==> config.mk <==
export PLATFORM = sky130hd
export DESIGN_NAME = cbx_branch_exec
export DESIGN_NICKNAME = d
export VERILOG_FILES = /design/src/design/cbx_branch_exec.v
export VERILOG_INCLUDE_DIRS = /design/src /design/src/common
export SDC_FILE = /design/constraint.sdc
export NUM_CORES = 1
export LEC_CHECK = 0
export BUFFER_PORTS_ARGS = -buffer_cell sky130_fd_sc_hd__buf_4
export CORE_AREA = 2 2 109 84
export DETAILED_ROUTE_END_ITERATION = 16
export DIE_AREA = 0 0 111 86
export GPL_ROUTABILITY_DRIVEN = 0
export PLACE_DENSITY_LB_ADDON = 0.12
export RECOVER_POWER = 25
export SLEW_MARGIN = 20
export SYNTH_ARGS = -nofsm -noshare
export SYNTH_HDL_FRONTEND = slang
export SYNTH_SLANG_ARGS = --single-unit
==> constraint.sdc <==
create_clock -name clk -period 11.7 [get_ports clk]
set_clock_uncertainty 0.1 [all_clocks]
set_input_delay 2.34 -clock clk [delete_from_list [all_inputs] [get_ports clk]]
set_output_delay 2.34 -clock clk [all_outputs]
set_load 0.02 [all_outputs]
==> src/common/cbx_map.vh <==
// Purpose: constants for the conditional branch execution unit
// Assumes: operation codes are chosen by the enclosing core decoder
// Notes:   state counts are not-taken figures; taken adds CBX_TAKEN_ADD
`ifndef CBX_MAP_VH
`define CBX_MAP_VH

// Operation select codes
`define CBX_OP_CARRY      4'h0
`define CBX_OP_NO_CARRY   4'h1
`define CBX_OP_EQ         4'h2
`define CBX_OP_NE         4'h3
`define CBX_OP_GTU        4'h4
`define CBX_OP_LEU        4'h5
`define CBX_OP_LTS        4'h6
`define CBX_OP_LES        4'h7
`define CBX_OP_GTS        4'h8
`define CBX_OP_GES        4'h9
`define CBX_OP_BIT_SET    4'ha
`define CBX_OP_BIT_CLR    4'hb
`define CBX_OP_BIT_TCLR   4'hc
`define CBX_OP_ACC_ZERO   4'hd
`define CBX_OP_ACC_NZ     4'he
`define CBX_OP_CMP        4'hf
`define CBX_OP_DEC        4'h0

// Operand form codes
`define CBX_FORM_SHORT    3'h0
`define CBX_FORM_EXT      3'h1
`define CBX_FORM_IMM_REG  3'h2
`define CBX_FORM_IMM_IND  3'h3
`define CBX_FORM_DIRECT   3'h4
`define CBX_FORM_REG      3'h5

// Operand space codes
`define CBX_SPACE_MEM     2'h0
`define CBX_SPACE_PORT    2'h1
`define CBX_SPACE_SFR     2'h2

// Timing
`define CBX_TAKEN_ADD     4'h3
`define CBX_ODD_ADD       4'h1
`define CBX_PORT_ADD      4'h1
`define CBX_SFR_ADD       4'h2
`define CBX_DEC_PORT_ADD  4'h2
`define CBX_DEC_SFR_ADD   4'h3
`define CBX_TCLR_PORT_ADD 4'h3
`define CBX_TCLR_SFR_ADD  4'h5

`endif

==> src/design/cbx_branch_exec.v <==
// Purpose: conditional branch execution for an extended 8-bit core
// Assumes: decoder supplies operation, form, operands in one start cycle
// Notes:   decrement is selected by dec_sel, which overrides op
`timescale 1ns/1ns
`include "cbx_map.vh"

module cbx_branch_exec #(
	parameter PC_W = 24
) (
	// Clock and reset
	input  wire            clk,
	input  wire            srst,
	// Request from decoder
	input  wire            start,
	input  wire [3:0]      op,
	input  wire            dec_sel,
	input  wire [2:0]      form,
	input  wire [1:0]      space,
	input  wire            source_mode,
	input  wire            internal_exec,
	input  wire [PC_W-1:0] pc,
	input  wire [7:0]      rel,
	// Status and operands
	input  wire            zero_flag,
	input  wire            carry_flag,
	input  wire            neg_flag,
	input  wire            ovf_flag,
	input  wire [7:0]      working_register_a,
	input  wire [7:0]      opnd1,
	input  wire [7:0]      opnd2,
	input  wire [7:0]      bit_sel,
	// Results
	output reg  [PC_W-1:0] next_pc,
	output reg             taken,
	output reg  [3:0]      inst_len,
	output reg  [3:0]      states,
	output reg             done,
	output reg             carry_we,
	output reg             carry_out,
	output reg             opnd_we,
	output reg  [7:0]      opnd_out
);

	////////////////////////////////////////////////////////////////////
	reg             cond;
	reg [3:0]       len_c;
	reg [3:0]       base_c;
	reg [3:0]       extra_c;
	reg [7:0]       dec_val;
	reg             bitv;
	reg [PC_W-1:0]  seq_pc;
	reg [PC_W-1:0]  dest_pc;
	reg [3:0]       st_c;

	always @* begin
		bitv    = |(opnd1 & bit_sel);
		dec_val = opnd1 - 8'h01;
		cond    = 1'b0;
		len_c   = 4'h2;
		base_c  = 4'h1;
		extra_c = 4'h0;
		if (dec_sel) begin
			cond = |dec_val;
			if (form == `CBX_FORM_DIRECT) begin
				len_c  = 4'h3;
				base_c = 4'h3;
				if (space == `CBX_SPACE_PORT)
					extra_c = `CBX_DEC_PORT_ADD;
				else if (space == `CBX_SPACE_SFR)
					extra_c = `CBX_DEC_SFR_ADD;
			end else begin
				len_c  = source_mode ? 4'h3 : 4'h2;
				base_c = source_mode ? 4'h3 : 4'h2;
			end
		end else begin
			case (op)
			`CBX_OP_CARRY:    cond = carry_flag;
			`CBX_OP_NO_CARRY: cond = ~carry_flag;
			`CBX_OP_EQ:       cond = zero_flag;
			`CBX_OP_NE:       cond = ~zero_flag;
			`CBX_OP_GTU:      cond = ~carry_flag & ~zero_flag;
			`CBX_OP_LEU:      cond = carry_flag | zero_flag;
			`CBX_OP_LTS:      cond = neg_flag ^ ovf_flag;
			`CBX_OP_LES:      cond = (neg_flag ^ ovf_flag) | zero_flag;
			`CBX_OP_GTS:      cond = ~(neg_flag ^ ovf_flag) & ~zero_flag;
			`CBX_OP_GES:      cond = ~(neg_flag ^ ovf_flag);
			`CBX_OP_BIT_SET:  cond = bitv;
			`CBX_OP_BIT_CLR:  cond = ~bitv;
			`CBX_OP_BIT_TCLR: cond = bitv;
			`CBX_OP_ACC_ZERO: cond = (working_register_a == 8'h00);
			`CBX_OP_ACC_NZ:   cond = (working_register_a != 8'h00);
			`CBX_OP_CMP:      cond = (opnd1 != opnd2);
			default:          cond = 1'b0;
			endcase
			case (op)
			`CBX_OP_CARRY, `CBX_OP_NO_CARRY: begin
				len_c  = 4'h2;
				base_c = 4'h1;
			end
			`CBX_OP_ACC_ZERO, `CBX_OP_ACC_NZ: begin
				len_c  = 4'h2;
				base_c = 4'h2;
			end
			`CBX_OP_BIT_SET, `CBX_OP_BIT_CLR, `CBX_OP_BIT_TCLR: begin
				if (form == `CBX_FORM_EXT) begin
					len_c  = source_mode ? 4'h4 : 4'h5;
					base_c = source_mode ? 4'h3 : 4'h4;
				end else begin
					len_c  = 4'h3;
					base_c = 4'h2;
				end
				if (op == `CBX_OP_BIT_TCLR) begin
					// Legacy form 4/7, extended form bit base plus 3
					base_c = (form == `CBX_FORM_EXT) ?
						base_c + 4'h3 : 4'h4;
					if (space == `CBX_SPACE_PORT)
						extra_c = `CBX_TCLR_PORT_ADD;
					else if (space == `CBX_SPACE_SFR)
						extra_c = `CBX_TCLR_SFR_ADD;
				end else if (space == `CBX_SPACE_PORT)
					extra_c = `CBX_PORT_ADD;
				else if (space == `CBX_SPACE_SFR)
					extra_c = `CBX_SFR_ADD;
			end
			`CBX_OP_CMP: begin
				len_c  = 4'h3;
				base_c = 4'h2;
				if (form == `CBX_FORM_IMM_REG) begin
					len_c  = source_mode ? 4'h4 : 4'h3;
					base_c = source_mode ? 4'h3 : 4'h2;
				end else if (form == `CBX_FORM_IMM_IND) begin
					len_c  = source_mode ? 4'h4 : 4'h3;
					base_c = source_mode ? 4'h4 : 4'h3;
				end else if (form == `CBX_FORM_DIRECT) begin
					if (space == `CBX_SPACE_PORT)
						extra_c = `CBX_PORT_ADD;
					else if (space == `CBX_SPACE_SFR)
						extra_c = `CBX_SFR_ADD;
				end
			end
			default: begin
				len_c  = source_mode ? 4'h2 : 4'h3;
				base_c = source_mode ? 4'h1 : 4'h2;
			end
			endcase
		end
		seq_pc  = pc + {{(PC_W-4){1'b0}}, len_c};
		dest_pc = seq_pc + {{(PC_W-8){rel[7]}}, rel};
		st_c    = base_c + extra_c;
		if (cond) begin
			st_c = st_c + `CBX_TAKEN_ADD;
			if (internal_exec && dest_pc[0])
				st_c = st_c + `CBX_ODD_ADD;
		end
	end

	////////////////////////////////////////////////////////////////////
	always @(posedge clk) begin
		if (srst) begin
			next_pc   <= {PC_W{1'b0}};
			taken     <= 1'b0;
			inst_len  <= 4'h0;
			states    <= 4'h0;
			done      <= 1'b0;
			carry_we  <= 1'b0;
			carry_out <= 1'b0;
			opnd_we   <= 1'b0;
			opnd_out  <= 8'h00;
		end else begin
			done     <= start;
			carry_we <= 1'b0;
			opnd_we  <= 1'b0;
			if (start) begin
				next_pc  <= cond ? dest_pc : seq_pc;
				taken    <= cond;
				inst_len <= len_c;
				states   <= st_c;
				opnd_out <= opnd1;
				if (dec_sel) begin
					opnd_we  <= 1'b1;
					opnd_out <= dec_val;
				end else if (op == `CBX_OP_CMP) begin
					carry_we  <= 1'b1;
					carry_out <= (opnd1 < opnd2);
				end else if (op == `CBX_OP_BIT_TCLR && bitv) begin
					opnd_we  <= 1'b1;
					opnd_out <= opnd1 & ~bit_sel;
				end
			end
		end
	end

endmodule

# ---- Word level (Yosys, flattened, before mapping)
# Index checks and enable logic that the tools add are counted.
# Widths: inputs -> output; s select.
dict set report classes {
  mux 46
  reduce_logical 15
  eq_ne 22
  add_sub_neg 7
  order_cmp 1
  n_bitwise 14
}
# op count
set op_table {}
lappend op_table {{$mux 4} 13}
lappend op_table {{$eq 4x4->1 const B} 8}
lappend op_table {{$mux 3} 10}
lappend op_table {{$add 24x24->24} 1}
lappend op_table {{$add 24x4->24} 1}
lappend op_table {{$mux 24} 1}
lappend op_table {{$mux 8} 3}
lappend op_table {{$and 8x8->8} 2}
lappend op_table {{$eq 4x3->1 const B} 4}
lappend op_table {{$pmux 4 s4} 1}
lappend op_table {{$reduce_or 8->1} 2}
lappend op_table {{$pmux 1 s15} 1}
lappend op_table {{$mux 2} 6}
lappend op_table {{$mux 1} 9}
lappend op_table {{$pmux 3 s3} 1}
lappend op_table {{$add 4x2->4 const B} 2}
lappend op_table {{$eq 4x2->1 const B} 2}
lappend op_table {{$logic_not 8->1} 1}
lappend op_table {{$lt 8x8->1} 1}
lappend op_table {{$ne 8x8->1} 1}
lappend op_table {{$not 8->8} 1}
lappend op_table {{$pmux 4 s2} 1}
lappend op_table {{$reduce_bool 8->1} 1}
lappend op_table {{$reduce_or 2->1} 4}
lappend op_table {{18 further kinds} 28}
dict set report word_totals {
  out_inout_bits 45
  register_bits 45
  in_bits 83
  word_cells 114
}

# ---- Logic depth before layout (Yosys ltp)
# Gate-level depths: netlist of run 1.
dict set report depth {
  depth_word 14
  depth_mapped 23
  ltp_nobuf 21
}

# ---- Worst setup path before layout of run 1
# OpenSTA, ideal clock, no wires.
dict set report synth_timing {
  kind {input -> register}
  from {in op[0]}
  to {reg next_pc[22]}
  required_time_ns 11.473
  stages 21
  arrival_time_ns 6.446
  setup_ns 0.127
  slack_ns 5.027
  path_buffers 1
  path_cell_list {clkbuf_1 -> nor3b_1 -> o21ai_1 -> nor2_1 -> a31oi_1 -> nor3_1 -> inv_1 -> ha_1 -> a21o_1 -> a21oi_1 -> nor2_1 -> nand3_1 -> xnor2_1 -> ha_1 -> a2111oi_0 -> o21ai_1 -> a31o_2 -> a311oi_1 -> or3b_1 -> o311ai_0 -> o21ai_1}
}
dict set report synth_between {
  elab_chain_cells 7
  word_cells_on_any_way 26
  cone_classes {add/sub (2); eq/ne (15); mux (5); reduce/logical (4)}
}
# item line
set synth_rtl {}
lappend synth_rtl {{start: declaration} cbx_branch_exec.v:15} ;# input wire [3:0] op,
lappend synth_rtl {{$eq 4x4->1 (tied with other cells)} cbx_branch_exec.v:95} ;# case (op)
lappend synth_rtl {{$reduce_or 4->1 (no line) or $reduce_or 3->1 (tied branches)} n/a}
lappend synth_rtl {{$pmux 3 s3 *} cbx_branch_exec.v:95}
lappend synth_rtl {{$mux 4 *} cbx_branch_exec.v:62} ;# if (dec_sel) begin
lappend synth_rtl {{named net len_c[2]} cbx_branch_exec.v:46} ;# reg [3:0] len_c;
lappend synth_rtl {{$add 24x4->24 *} cbx_branch_exec.v:147} ;# seq_pc = pc + {{(PC_W-4){1'b0}}, len_c};
lappend synth_rtl {{$add 24x24->24} cbx_branch_exec.v:148} ;# dest_pc = seq_pc + {{(PC_W-8){rel[7]}}, rel};
lappend synth_rtl {{$mux 24 *} cbx_branch_exec.v:174} ;# next_pc <= cond ? dest_pc : seq_pc;
lappend synth_rtl {{end signal: assignment} cbx_branch_exec.v:160} ;# next_pc <= {PC_W{1'b0}};
lappend synth_rtl {{end signal: assignment} cbx_branch_exec.v:174}
lappend synth_rtl {{end: declaration} cbx_branch_exec.v:33} ;# output reg [PC_W-1:0] next_pc,
# Mark *: on every way through the listed nets, which the timed path passes. The rest lies on a longest branch.
# A chain may end at the register's enable or synchronous reset.

# ---- Worst setup path after layout of run 1
dict set report layout_timing {
  from {in op[1]}
  to {reg next_pc[22]}
}
# Same word-level chain as after synthesis.

==> results.toml, run 1 <==
[floorplanning]
start_util = 0.584
design.core.area_um2 = 8380
core.rowCount = 29
die_x_um = 111
ios = 128
die_area_um2 = 9550
dieHeight_um = 86

[sta]
fin_crit_sh = 0.634
worstMarginPinSlew_ns = 1.08
setup_violations = 0
layout_min_cycle_time_ns = 7.42
max_slew_margin = 0.277
fmax_mhz = 135
hold_viol = 0
rsz0062_at_grt = "no"
setup_slack_ns = 4.28
drv_slew = 0
final.setup.tns_ns = 0

[critical_path]
arrival_ns = 7.49
r2r_setup_slack_ns = 10.67
r2r-start = "next_pc[22]$_SDFFE_PP0P_"
crit_fanout = 15
cp_num_cells = 20
setup.worst_path.start = "op[1]"
cpPeakStageDelay_ns = 0.71
cp-start-kind = "input pin"
end_kind = "flip-flop"
cp.required_ns = 11.76
cp_cell_sequence = "buf_4, nor3b_1, o21ai_1, nor2_1, a31oi_1, nor3_1, inv_1, ha_1, a21o_1, a21oi_1, nor4_2, and3_1, xor2_1, ha_1, a21oi_1, nand2_1, a311oi_1, or3b_1, o311ai_0, o21ai_1"
rr_endpoint = "next_pc[22]$_SDFFE_PP0P_"
path_delay_family = "simple AND/OR/NAND/NOR gates"
critPathKind = "input pin to flip-flop"
slowest_stage = "nor4_2"
crit_path_end = "next_pc[22]$_SDFFE_PP0P_"
critPathBufInv = 2
worstRegToRegCells = 3

[synthesis]
synth_mux_area_frac = 0.0123
ys_types = 67
yosys.area_share.adder = 0.127
synth_flop_cell = "dfxtp_1"
synth_top_family_by_area = "compound AO/OA/AOI/OAI gates"
avgSynthCellArea_um2 = 7.45
synthArstFlopShare = 0
syn_inst = 657
ys_seq_area_frac = 0.180
synth_xor_area_frac = 0.0859
yosys_warnings = 0
syn-num-nets = 788
synthSimpleGateAreaFrac = 0.242
synth_area_um2 = 4900
synth_compound_area_frac = 0.292
synth_edf_count = 0
synth-seq-cells = 44

[placed_design]
dp_slack_ns = 4.10
place_hpwl_um = 11300
dp_cells = 861
post_dp_cell_area_um2 = 5830
io_buffers = 126

[routing]
routedWlPerCell_um = 17.2
vias_per_cell = 6.32
drt-initial-drc-count = 598
route.detailed.drc = 0
drt-pass1-iter-count = 6
num_vias = 5490
wl_um = 14900
postRouteAntennaNets = 0

[final_layout]
nFillCells = 710
fin_nets = 891
fin_area_um2 = 5930
multi_input_area_um2 = 3720
final_cell_count_no_fill = 868
syn_to_final_growth_pct = 21.1
antennaDiodeCount = 0
seqCellArea_um2 = 881
drive_gt1_frac = 0.167

[clock_tree]
cts_tree = "built"
ctsRootBufferMaster = "clkbuf_16"
postCtsResizedCells = 0
ctsHoldBuffers = 0
cts_buffers = 5
htreeDepth = 2
cts.clk_slew.worst_paths_ns = 0.07
clockBufferDepth = 2
clock_latency_ns = 0.29
cts.sinks = 44
post_cts_buffers = 0

[worst_hold_path]
min_from = "carry_out$_SDFFE_PP0P_"
hold_path.class = "flip-flop to flip-flop"

[grt]
antenna_found_initial = 0
grt_usage = 0.303
grt_first_pass_wirelength_um = 24100
grt_overflow_total = 0
grt_max_degree = 71
grt_pass1_vias = 5060

[run]
maxCapViolCount = 0

[outcome]
run_status = "complete, no violations"

[power_and_ir_drop]
p_total_mw = 0.612
p_leak_nw = 2.57
max-vdd-ir-drop_uv = 76.2
power.density_nw_per_um2 = 103
## how the worst min path moves through the flow
stage | slack, ns | cells after the start | to
2_1_floorplan | 0.43 | 2 | carry_out$_SDFFE_PP0P_
4_1_cts | 0.38 | 2 | carry_out$_SDFFE_PP0P_
3_3_place_gp | 0.35 | 2 | carry_out$_SDFFE_PP0P_
5_1_grt | 0.40 | 2 | carry_out$_SDFFE_PP0P_
3_5_place_dp | 0.37 | 2 | carry_out$_SDFFE_PP0P_
6_report | 0.38 | 2 | carry_out$_SDFFE_PP0P_
## cell families after synthesis
kind of cell             count (synthesis)
buffers and inverters                   68
other                                    1
multiplexers                             6
flip-flops                              44
XOR/XNOR                                48
adder cells (fa/ha/maj)                 48
AND/OR/NAND/NOR                        242
AO/OA/AOI/OAI                          200
## flip-flops by register name (all words and copies together), names as in the netlist
signal and count:
carry_out 1, carry_we 1, done 1, inst_len 3
next_pc 24, opnd_out 8, opnd_we 1, states 4
taken 1
## layout by cell type (no fill, tap or decap), types with 13 or more instances in the layout
| cell type | instances |
|---|---|
| buf_4 | 104 |
| nor2_1 | 72 |
| nand2_1 | 61 |
| a21oi_1 | 51 |
| ha_1 | 45 |
| dfxtp_1 | 44 |
| inv_1 | 36 |
| xnor2_1 | 35 |
| a211oi_1 | 26 |
| o21ai_0 | 22 |
| clkbuf_1 | 22 |
| nor3_1 | 19 |
| nand3_1 | 18 |
| and3_1 | 15 |
| xor2_1 | 13 |
## report_power, final
group	total, mW	switching (mW)	internal [mW]
Combinational	0.255	0.151	0.105
Sequential	0.172	0.00856	0.164
Clock	0.184	0.0631	0.121
Total	0.612	0.222	0.390
## worst register-to-register path, cell delays in order, from the launching register on
cell	delay [ns]
dfxtp_1	0.33
nor3b_1	0.14
a31oi_1	0.23
o21ai_1	0.11
## cells in the mapped netlist (11+ instances only)
| master | instances | area, um^2 |
|---|---|---|
| nor2_1 | 72 | 270 |
| nand2_1 | 61 | 229 |
| a21oi_1 | 51 | 255 |
| ha_1 | 45 | 563 |
| dfxtp_1 | 44 | 881 |
| inv_1 | 36 | 135 |
| xnor2_1 | 35 | 307 |
| a211oi_1 | 26 | 195 |
| o21ai_0 | 22 | 110 |
| clkbuf_1 | 20 | 75.1 |
| nor3_1 | 19 | 95.1 |
| nand3_1 | 18 | 90.1 |
| and3_1 | 15 | 93.8 |
| xor2_1 | 13 | 114 |
| a21o_1 | 12 | 90.1 |
| nand4_1 | 12 | 75.1 |
| a311oi_1 | 11 | 96.3 |
| a31oi_1 | 11 | 68.8 |
## per-layer routing
metal,vias up,wire (um),track usage
met3,53,1310,0.0481
met5,-,0,0
li1,2630,-,-
met2,276,6520,0.504
met1,2531,6650,0.409
met4,0,433,0.0909
## stage by stage
| step | utilization | hold slack [ns] |
|---|---|---|
| after CTS | 0.717 | 0.380 |
| after global routing | 0.708 | 0.399 |
| after global placement | 0.695 | 0.347 |
| after detailed placement | 0.695 | 0.371 |
| final | 0.708 | 0.377 |
| after floorplan | - | 0.433 |
## cell type report
cell class | instances | area share
flip-flops and latches | 44 | 0.149
well taps | 108 | 0.0228
clock buffers | 5 | 0.0211
repair buffers | 126 | 0.146
multi-input cells | 545 | 0.628
clock inverters | 2 | 0.0101
inverters | 38 | 0.0241
Note: power is estimated with default switching activity, not from simulation.
==> inputs of run 2 (changes only) <==
Settings changed: CORE_AREA 2 2 109 84 to 2 2 119 92, DIE_AREA 0 0 111 86 to 0 0 121 94.
Clock period 11.7 ns to 6.7 ns, I/O delays scaled along.
==> results.toml, run 2 (synthesis gave the netlist of run 1 again) <==
[outcome]
run_status = "complete, no violations"

[critical_path]
r2r-start = "next_pc[22]$_SDFFE_PP0P_"
cp-start-kind = "input pin"
rr_endpoint = "next_pc[22]$_SDFFE_PP0P_"
crit_fanout = 15
setup.worst_path.start = "op[1]"
worstRegToRegCells = 3
cp.required_ns = 6.78
r2r_setup_slack_ns = 5.68
crit_path_end = "next_pc[22]$_SDFFE_PP0P_"
arrival_ns = 6.17
end_kind = "flip-flop"
critPathKind = "input pin to flip-flop"

[clock_tree]
cts_tree = "built"
cts.sinks = 44
cts_buffers = 5
clock_latency_ns = 0.30
ctsRootBufferMaster = "clkbuf_16"
ctsHoldBuffers = 0
postCtsResizedCells = 0
post_cts_buffers = 0
cts.clk_slew.worst_paths_ns = 0.07
clockBufferDepth = 2
htreeDepth = 2

[power_and_ir_drop]
max-vdd-ir-drop_uv = 127
power.density_nw_per_um2 = 174
p_leak_nw = 2.58
p_total_mw = 1.04

[final_layout]
layout_common_cells = "buf_4, nor2_1, nand2_1, a21oi_1, ha_1"
top_register = "next_pc"
mostFrequentLayoutCell = "buf_4"
fin_nets = 894
largest_reg_flops = 24
syn_to_final_growth_pct = 22.1
drive_gt1_frac = 0.171
top_regs = "next_pc (24), opnd_out (8), states (4)"
antennaDiodeCount = 0

[sta]
whs_ns = 0.359
hold_viol = 0
worstMarginPinSlew_ns = 1.06
max_slew_margin = 0.291
layout_min_cycle_time_ns = 6.09
fmax_mhz = 164
fin_crit_sh = 0.909
drv_slew = 0
setup_violations = 0
rsz0062_at_grt = "no"
final.setup.tns_ns = 0

[floorplanning]
dieHeight_um = 94
die_area_um2 = 11400
die_x_um = 121
ios = 128
start_util = 0.483
core.rowCount = 32
design.core.area_um2 = 10100

[grt]
grt_usage = 0.252
grt_overflow_total = 0
grt_first_pass_wirelength_um = 23500
antenna_found_initial = 0
grt_max_degree = 71
grt_pass1_vias = 4861

[routing]
drt-pass1-iter-count = 5
postRouteAntennaNets = 0
wl_um = 14300
route.detailed.drc = 0
vias_per_cell = 5.87
routedWlPerCell_um = 15.9
drt-initial-drc-count = 309
num_vias = 5284

[placed_design]
place_hpwl_um = 11100
io_buffers = 126

[worst_hold_path]
hold_path.class = "flip-flop to flip-flop"
whs_path_depth = 2

[run]
maxCapViolCount = 0
## run 2: cell types whose count changed in the layout (fill, tap and decap cells not counted), sizes merged
cell    change
buf         +3
bufinv      -1
inv         +2
## run 2: where the power goes
part	switching (mW)	total (mW)	internal, mW
Sequential	0.0138	0.300	0.286
Combinational	0.258	0.441	0.183
Clock	0.121	0.302	0.180
Total	0.393	1.04	0.649
## run 2: cell type report
| cell class | instances | area (um^2) |
|---|---|---|
| Timing Repair Buffer | 129 | 886 |
| Clock inverter | 3 | 50.0 |
| Multi-Input combinational cell | 545 | 3720 |
| Inverter | 38 | 143 |
| Fill cell | 938 | 4150 |
| Clock buffer | 5 | 125 |
| Tap cell | 136 | 170 |
| Sequential cell | 44 | 881 |
## run 2: per-stage QoR
stage	setup slack (ns)	instance area (um^2)	cells	util
final	0.608	5980	900	0.590
after global routing	0.0534	5980	900	0.590
after CTS	0.666	6060	900	0.598
after detailed placement	0.390	5890	892	0.581
after global placement	0.559	5890	892	0.581
after floorplan	1.03	4900	657	-
## run 2: worst min path at each step
stage,endpoint,from,slack [ns]
4_1_cts,carry_out$_SDFFE_PP0P_,carry_out$_SDFFE_PP0P_,0.36
2_1_floorplan,carry_out$_SDFFE_PP0P_,carry_out$_SDFFE_PP0P_,0.43
3_3_place_gp,carry_out$_SDFFE_PP0P_,carry_out$_SDFFE_PP0P_,0.35
3_5_place_dp,carry_out$_SDFFE_PP0P_,carry_out$_SDFFE_PP0P_,0.35
5_1_grt,opnd_out[7]$_SDFFE_PP0P_,opnd_out[7]$_SDFFE_PP0P_,0.41
6_report,carry_out$_SDFFE_PP0P_,carry_out$_SDFFE_PP0P_,0.36
## run 2: critical path, cell delays in order
cell and delay (ns):
buf_4 0.16, nor3b_1 0.29, o21ai_1 0.23, nor2_1 0.25
a31oi_1 0.09, nor3_1 0.42, inv_1 0.10, ha_1 0.29
a21o_1 0.17, a21oi_1 0.34, nor2_1 0.13, nand3_1 0.12
xnor2_1 0.17, ha_1 0.30, a2111oi_0 0.34, o21ai_1 0.19
a31o_2 0.29, a311oi_1 0.35, or3b_1 0.37, o311ai_0 0.11
o21ai_1 0.11
## run 2: per-layer routing
layer | vias to the layer above | part of all wire | track usage
met5 | - | 0 | 0
met4 | 0 | 0.0094 | 0.0436
met3 | 13 | 0.072 | 0.0419
met2 | 230 | 0.41 | 0.384
met1 | 2402 | 0.51 | 0.374
li1 | 2639 | - | -
==> inputs of run 3 (changes only) <==
Settings changed: ABC_AREA set to 1, CORE_AREA 2 2 119 92 to 2 2 123 95, DIE_AREA 0 0 121 94 to 0 0 125 97.
==> results.toml, run 3 <==
[sta]
setup_slack_ns = 0.827
hold_viol = 0
fin_crit_sh = 0.877
worstMarginPinSlew_ns = 0.774
final.setup.tns_ns = 0
layout_min_cycle_time_ns = 5.87
max_slew_margin = 0.482
rsz0062_at_grt = "no"
whs_ns = 0.366
setup_violations = 0
fmax_mhz = 170
drv_slew = 0

[final_layout]
utilization = 0.594
layout_common_cells = "nand2_1, inv_1, nor2_1, buf_4, nand3_1"
fin_nets = 1171
top_register = "next_pc"
largest_reg_flops = 24
top_regs = "next_pc (24), opnd_out (8), states (4)"
drive_gt1_frac = 0.122
mostFrequentLayoutCell = "nand2_1"
antennaDiodeCount = 0
syn_to_final_growth_pct = 19.9

[synthesis]
avgSynthCellArea_um2 = 5.77
syn_inst = 929
yosys_warnings = 0
ys_seq_area_frac = 0.164
syn-num-nets = 1060
synth_area_leader_cell = "nand2_1"
synth_top_area_share = 0.181
synth_edf_count = 0
post-synth-top-count-cell = "nand2_1"
synthArstFlopShare = 0
synth_flop_cell = "dfxtp_1"
synth_area_um2 = 5360
ys_top_cells_by_area = "nand2_1, dfxtp_1, ha_1, inv_1, nor2_1"
synth-seq-cells = 44
ys_types = 44
synth_commonest_cells = "nand2_1, inv_1, nor2_1"

[grt]
grt_first_pass_wirelength_um = 26900
grt_overflow_total = 0
antenna_found_initial = 0
grt_usage = 0.267
grt_pass1_vias = 5484
grt_max_degree = 58

[outcome]
run_status = "complete, no violations"

[critical_path]
arrival_ns = 5.97
cpMostUsedCell = "nand2_1"
cp-start-kind = "input pin"
cp.required_ns = 6.80
end_kind = "flip-flop"
critPathKind = "input pin to flip-flop"
crit_fanout = 8
cpPeakStageDelay_ns = 0.41
slowest_stage = "fa_1"

[clock_tree]
cts_buffers = 5
cts.sinks = 44
cts_tree = "built"
cts.clk_slew.worst_paths_ns = 0.07
ctsHoldBuffers = 0
clock_latency_ns = 0.29
clockBufferDepth = 2
ctsRootBufferMaster = "clkbuf_16"
htreeDepth = 2
postCtsResizedCells = 0
post_cts_buffers = 0

[floorplanning]
core.rowCount = 33
ios = 128
die_area_um2 = 12100
design.core.area_um2 = 10800
dieHeight_um = 97
start_util = 0.495
die_x_um = 125

[power_and_ir_drop]
p_leak_nw = 3.37
max-vdd-ir-drop_uv = 112
power.density_nw_per_um2 = 160
p_total_mw = 1.03

[placed_design]
place_hpwl_um = 13200
dp_slack_ns = 0.575
io_buffers = 126

[routing]
drt-pass1-iter-count = 5
num_vias = 6197
drt-initial-drc-count = 499
routedWlPerCell_um = 13.9
vias_per_cell = 5.25
wl_um = 16400
postRouteAntennaNets = 0
route.detailed.drc = 0

[run]
maxCapViolCount = 0

[worst_hold_path]
hold_path.class = "flip-flop to flip-flop"
[run 3: changes by cell type in the layout (fill, tap and decap cells not counted), moves of 11 or more]
cell,before,now
inv_1,36,126
nand2_1,61,259
nor2_1,72,107
o21ai_0,22,37
and3_1,15,0
xnor2_1,35,11
a211oi_1,26,1
xor2_1,13,27
a21oi_1,51,74
a311oi_1,11,0
nand3_1,18,78
[run 3: metrics by stage]
stage	std cells	area, um^2
final	1180	6420
after global routing	1180	6420
after CTS	1180	6500
after detailed placement	1173	6370
after global placement	1173	6370
after floorplan	929	5360
[run 3: cell families after synthesis]
logic type      count (synthesis)  synth area share
compound gates                140             0.144
simple gates                  503             0.397
flops                          44             0.164
fa+ha+maj                      48             0.116
other cells                     1          0.000700
buf+inv                       155             0.115
xor+xnor                       38            0.0621
[run 3: worst max-delay path, delay by kind of cell]
family | cells | cell delay, ns
buf+inv | 8 | 0.57
fa+ha+maj | 3 | 0.94
xor+xnor | 1 | 0.19
simple gates | 22 | 2.68
compound gates | 1 | 0.27
[run 3: worst paths after layout]
path	start	endpoint	slack (ns)	cells past startpoint
hold / removal	next_pc[9]$_SDFFE_PP0P_	next_pc[9]$_SDFFE_PP0P_	0.37	2
hold reg to reg	next_pc[9]$_SDFFE_PP0P_	next_pc[9]$_SDFFE_PP0P_	0.37	2
setup reg to reg	inst_len[0]$_SDFFE_PP0P_	inst_len[0]$_SDFFE_PP0P_	5.73	2
setup / recovery	op[3]	next_pc[23]$_SDFFE_PP0P_	0.83	35
[run 3: metal layers]
metal / up-vias / routed length [um] / track usage
met5: - / 0 / 0
met4: 0 / 80 / 0.0342
met3: 7 / 1540 / 0.0437
met2: 256 / 5890 / 0.360
met1: 2718 / 8840 / 0.443
li1: 3216 / - / -
[run 3: cell type report]
class                      instances  area (um^2)
multi-input combinational        730         3860
inverter                         131          492
clock inverter                     2         12.5
tap                              140          175
timing repair buffer             128          878
fill                            1157         4400
sequential                        44          881
clock buffer                       5          125
[run 3: power by group]
part,total [mW],internal (mW),switching (mW)
registers,0.301,0.286,0.0144
logic,0.487,0.183,0.304
clock network,0.241,0.135,0.106
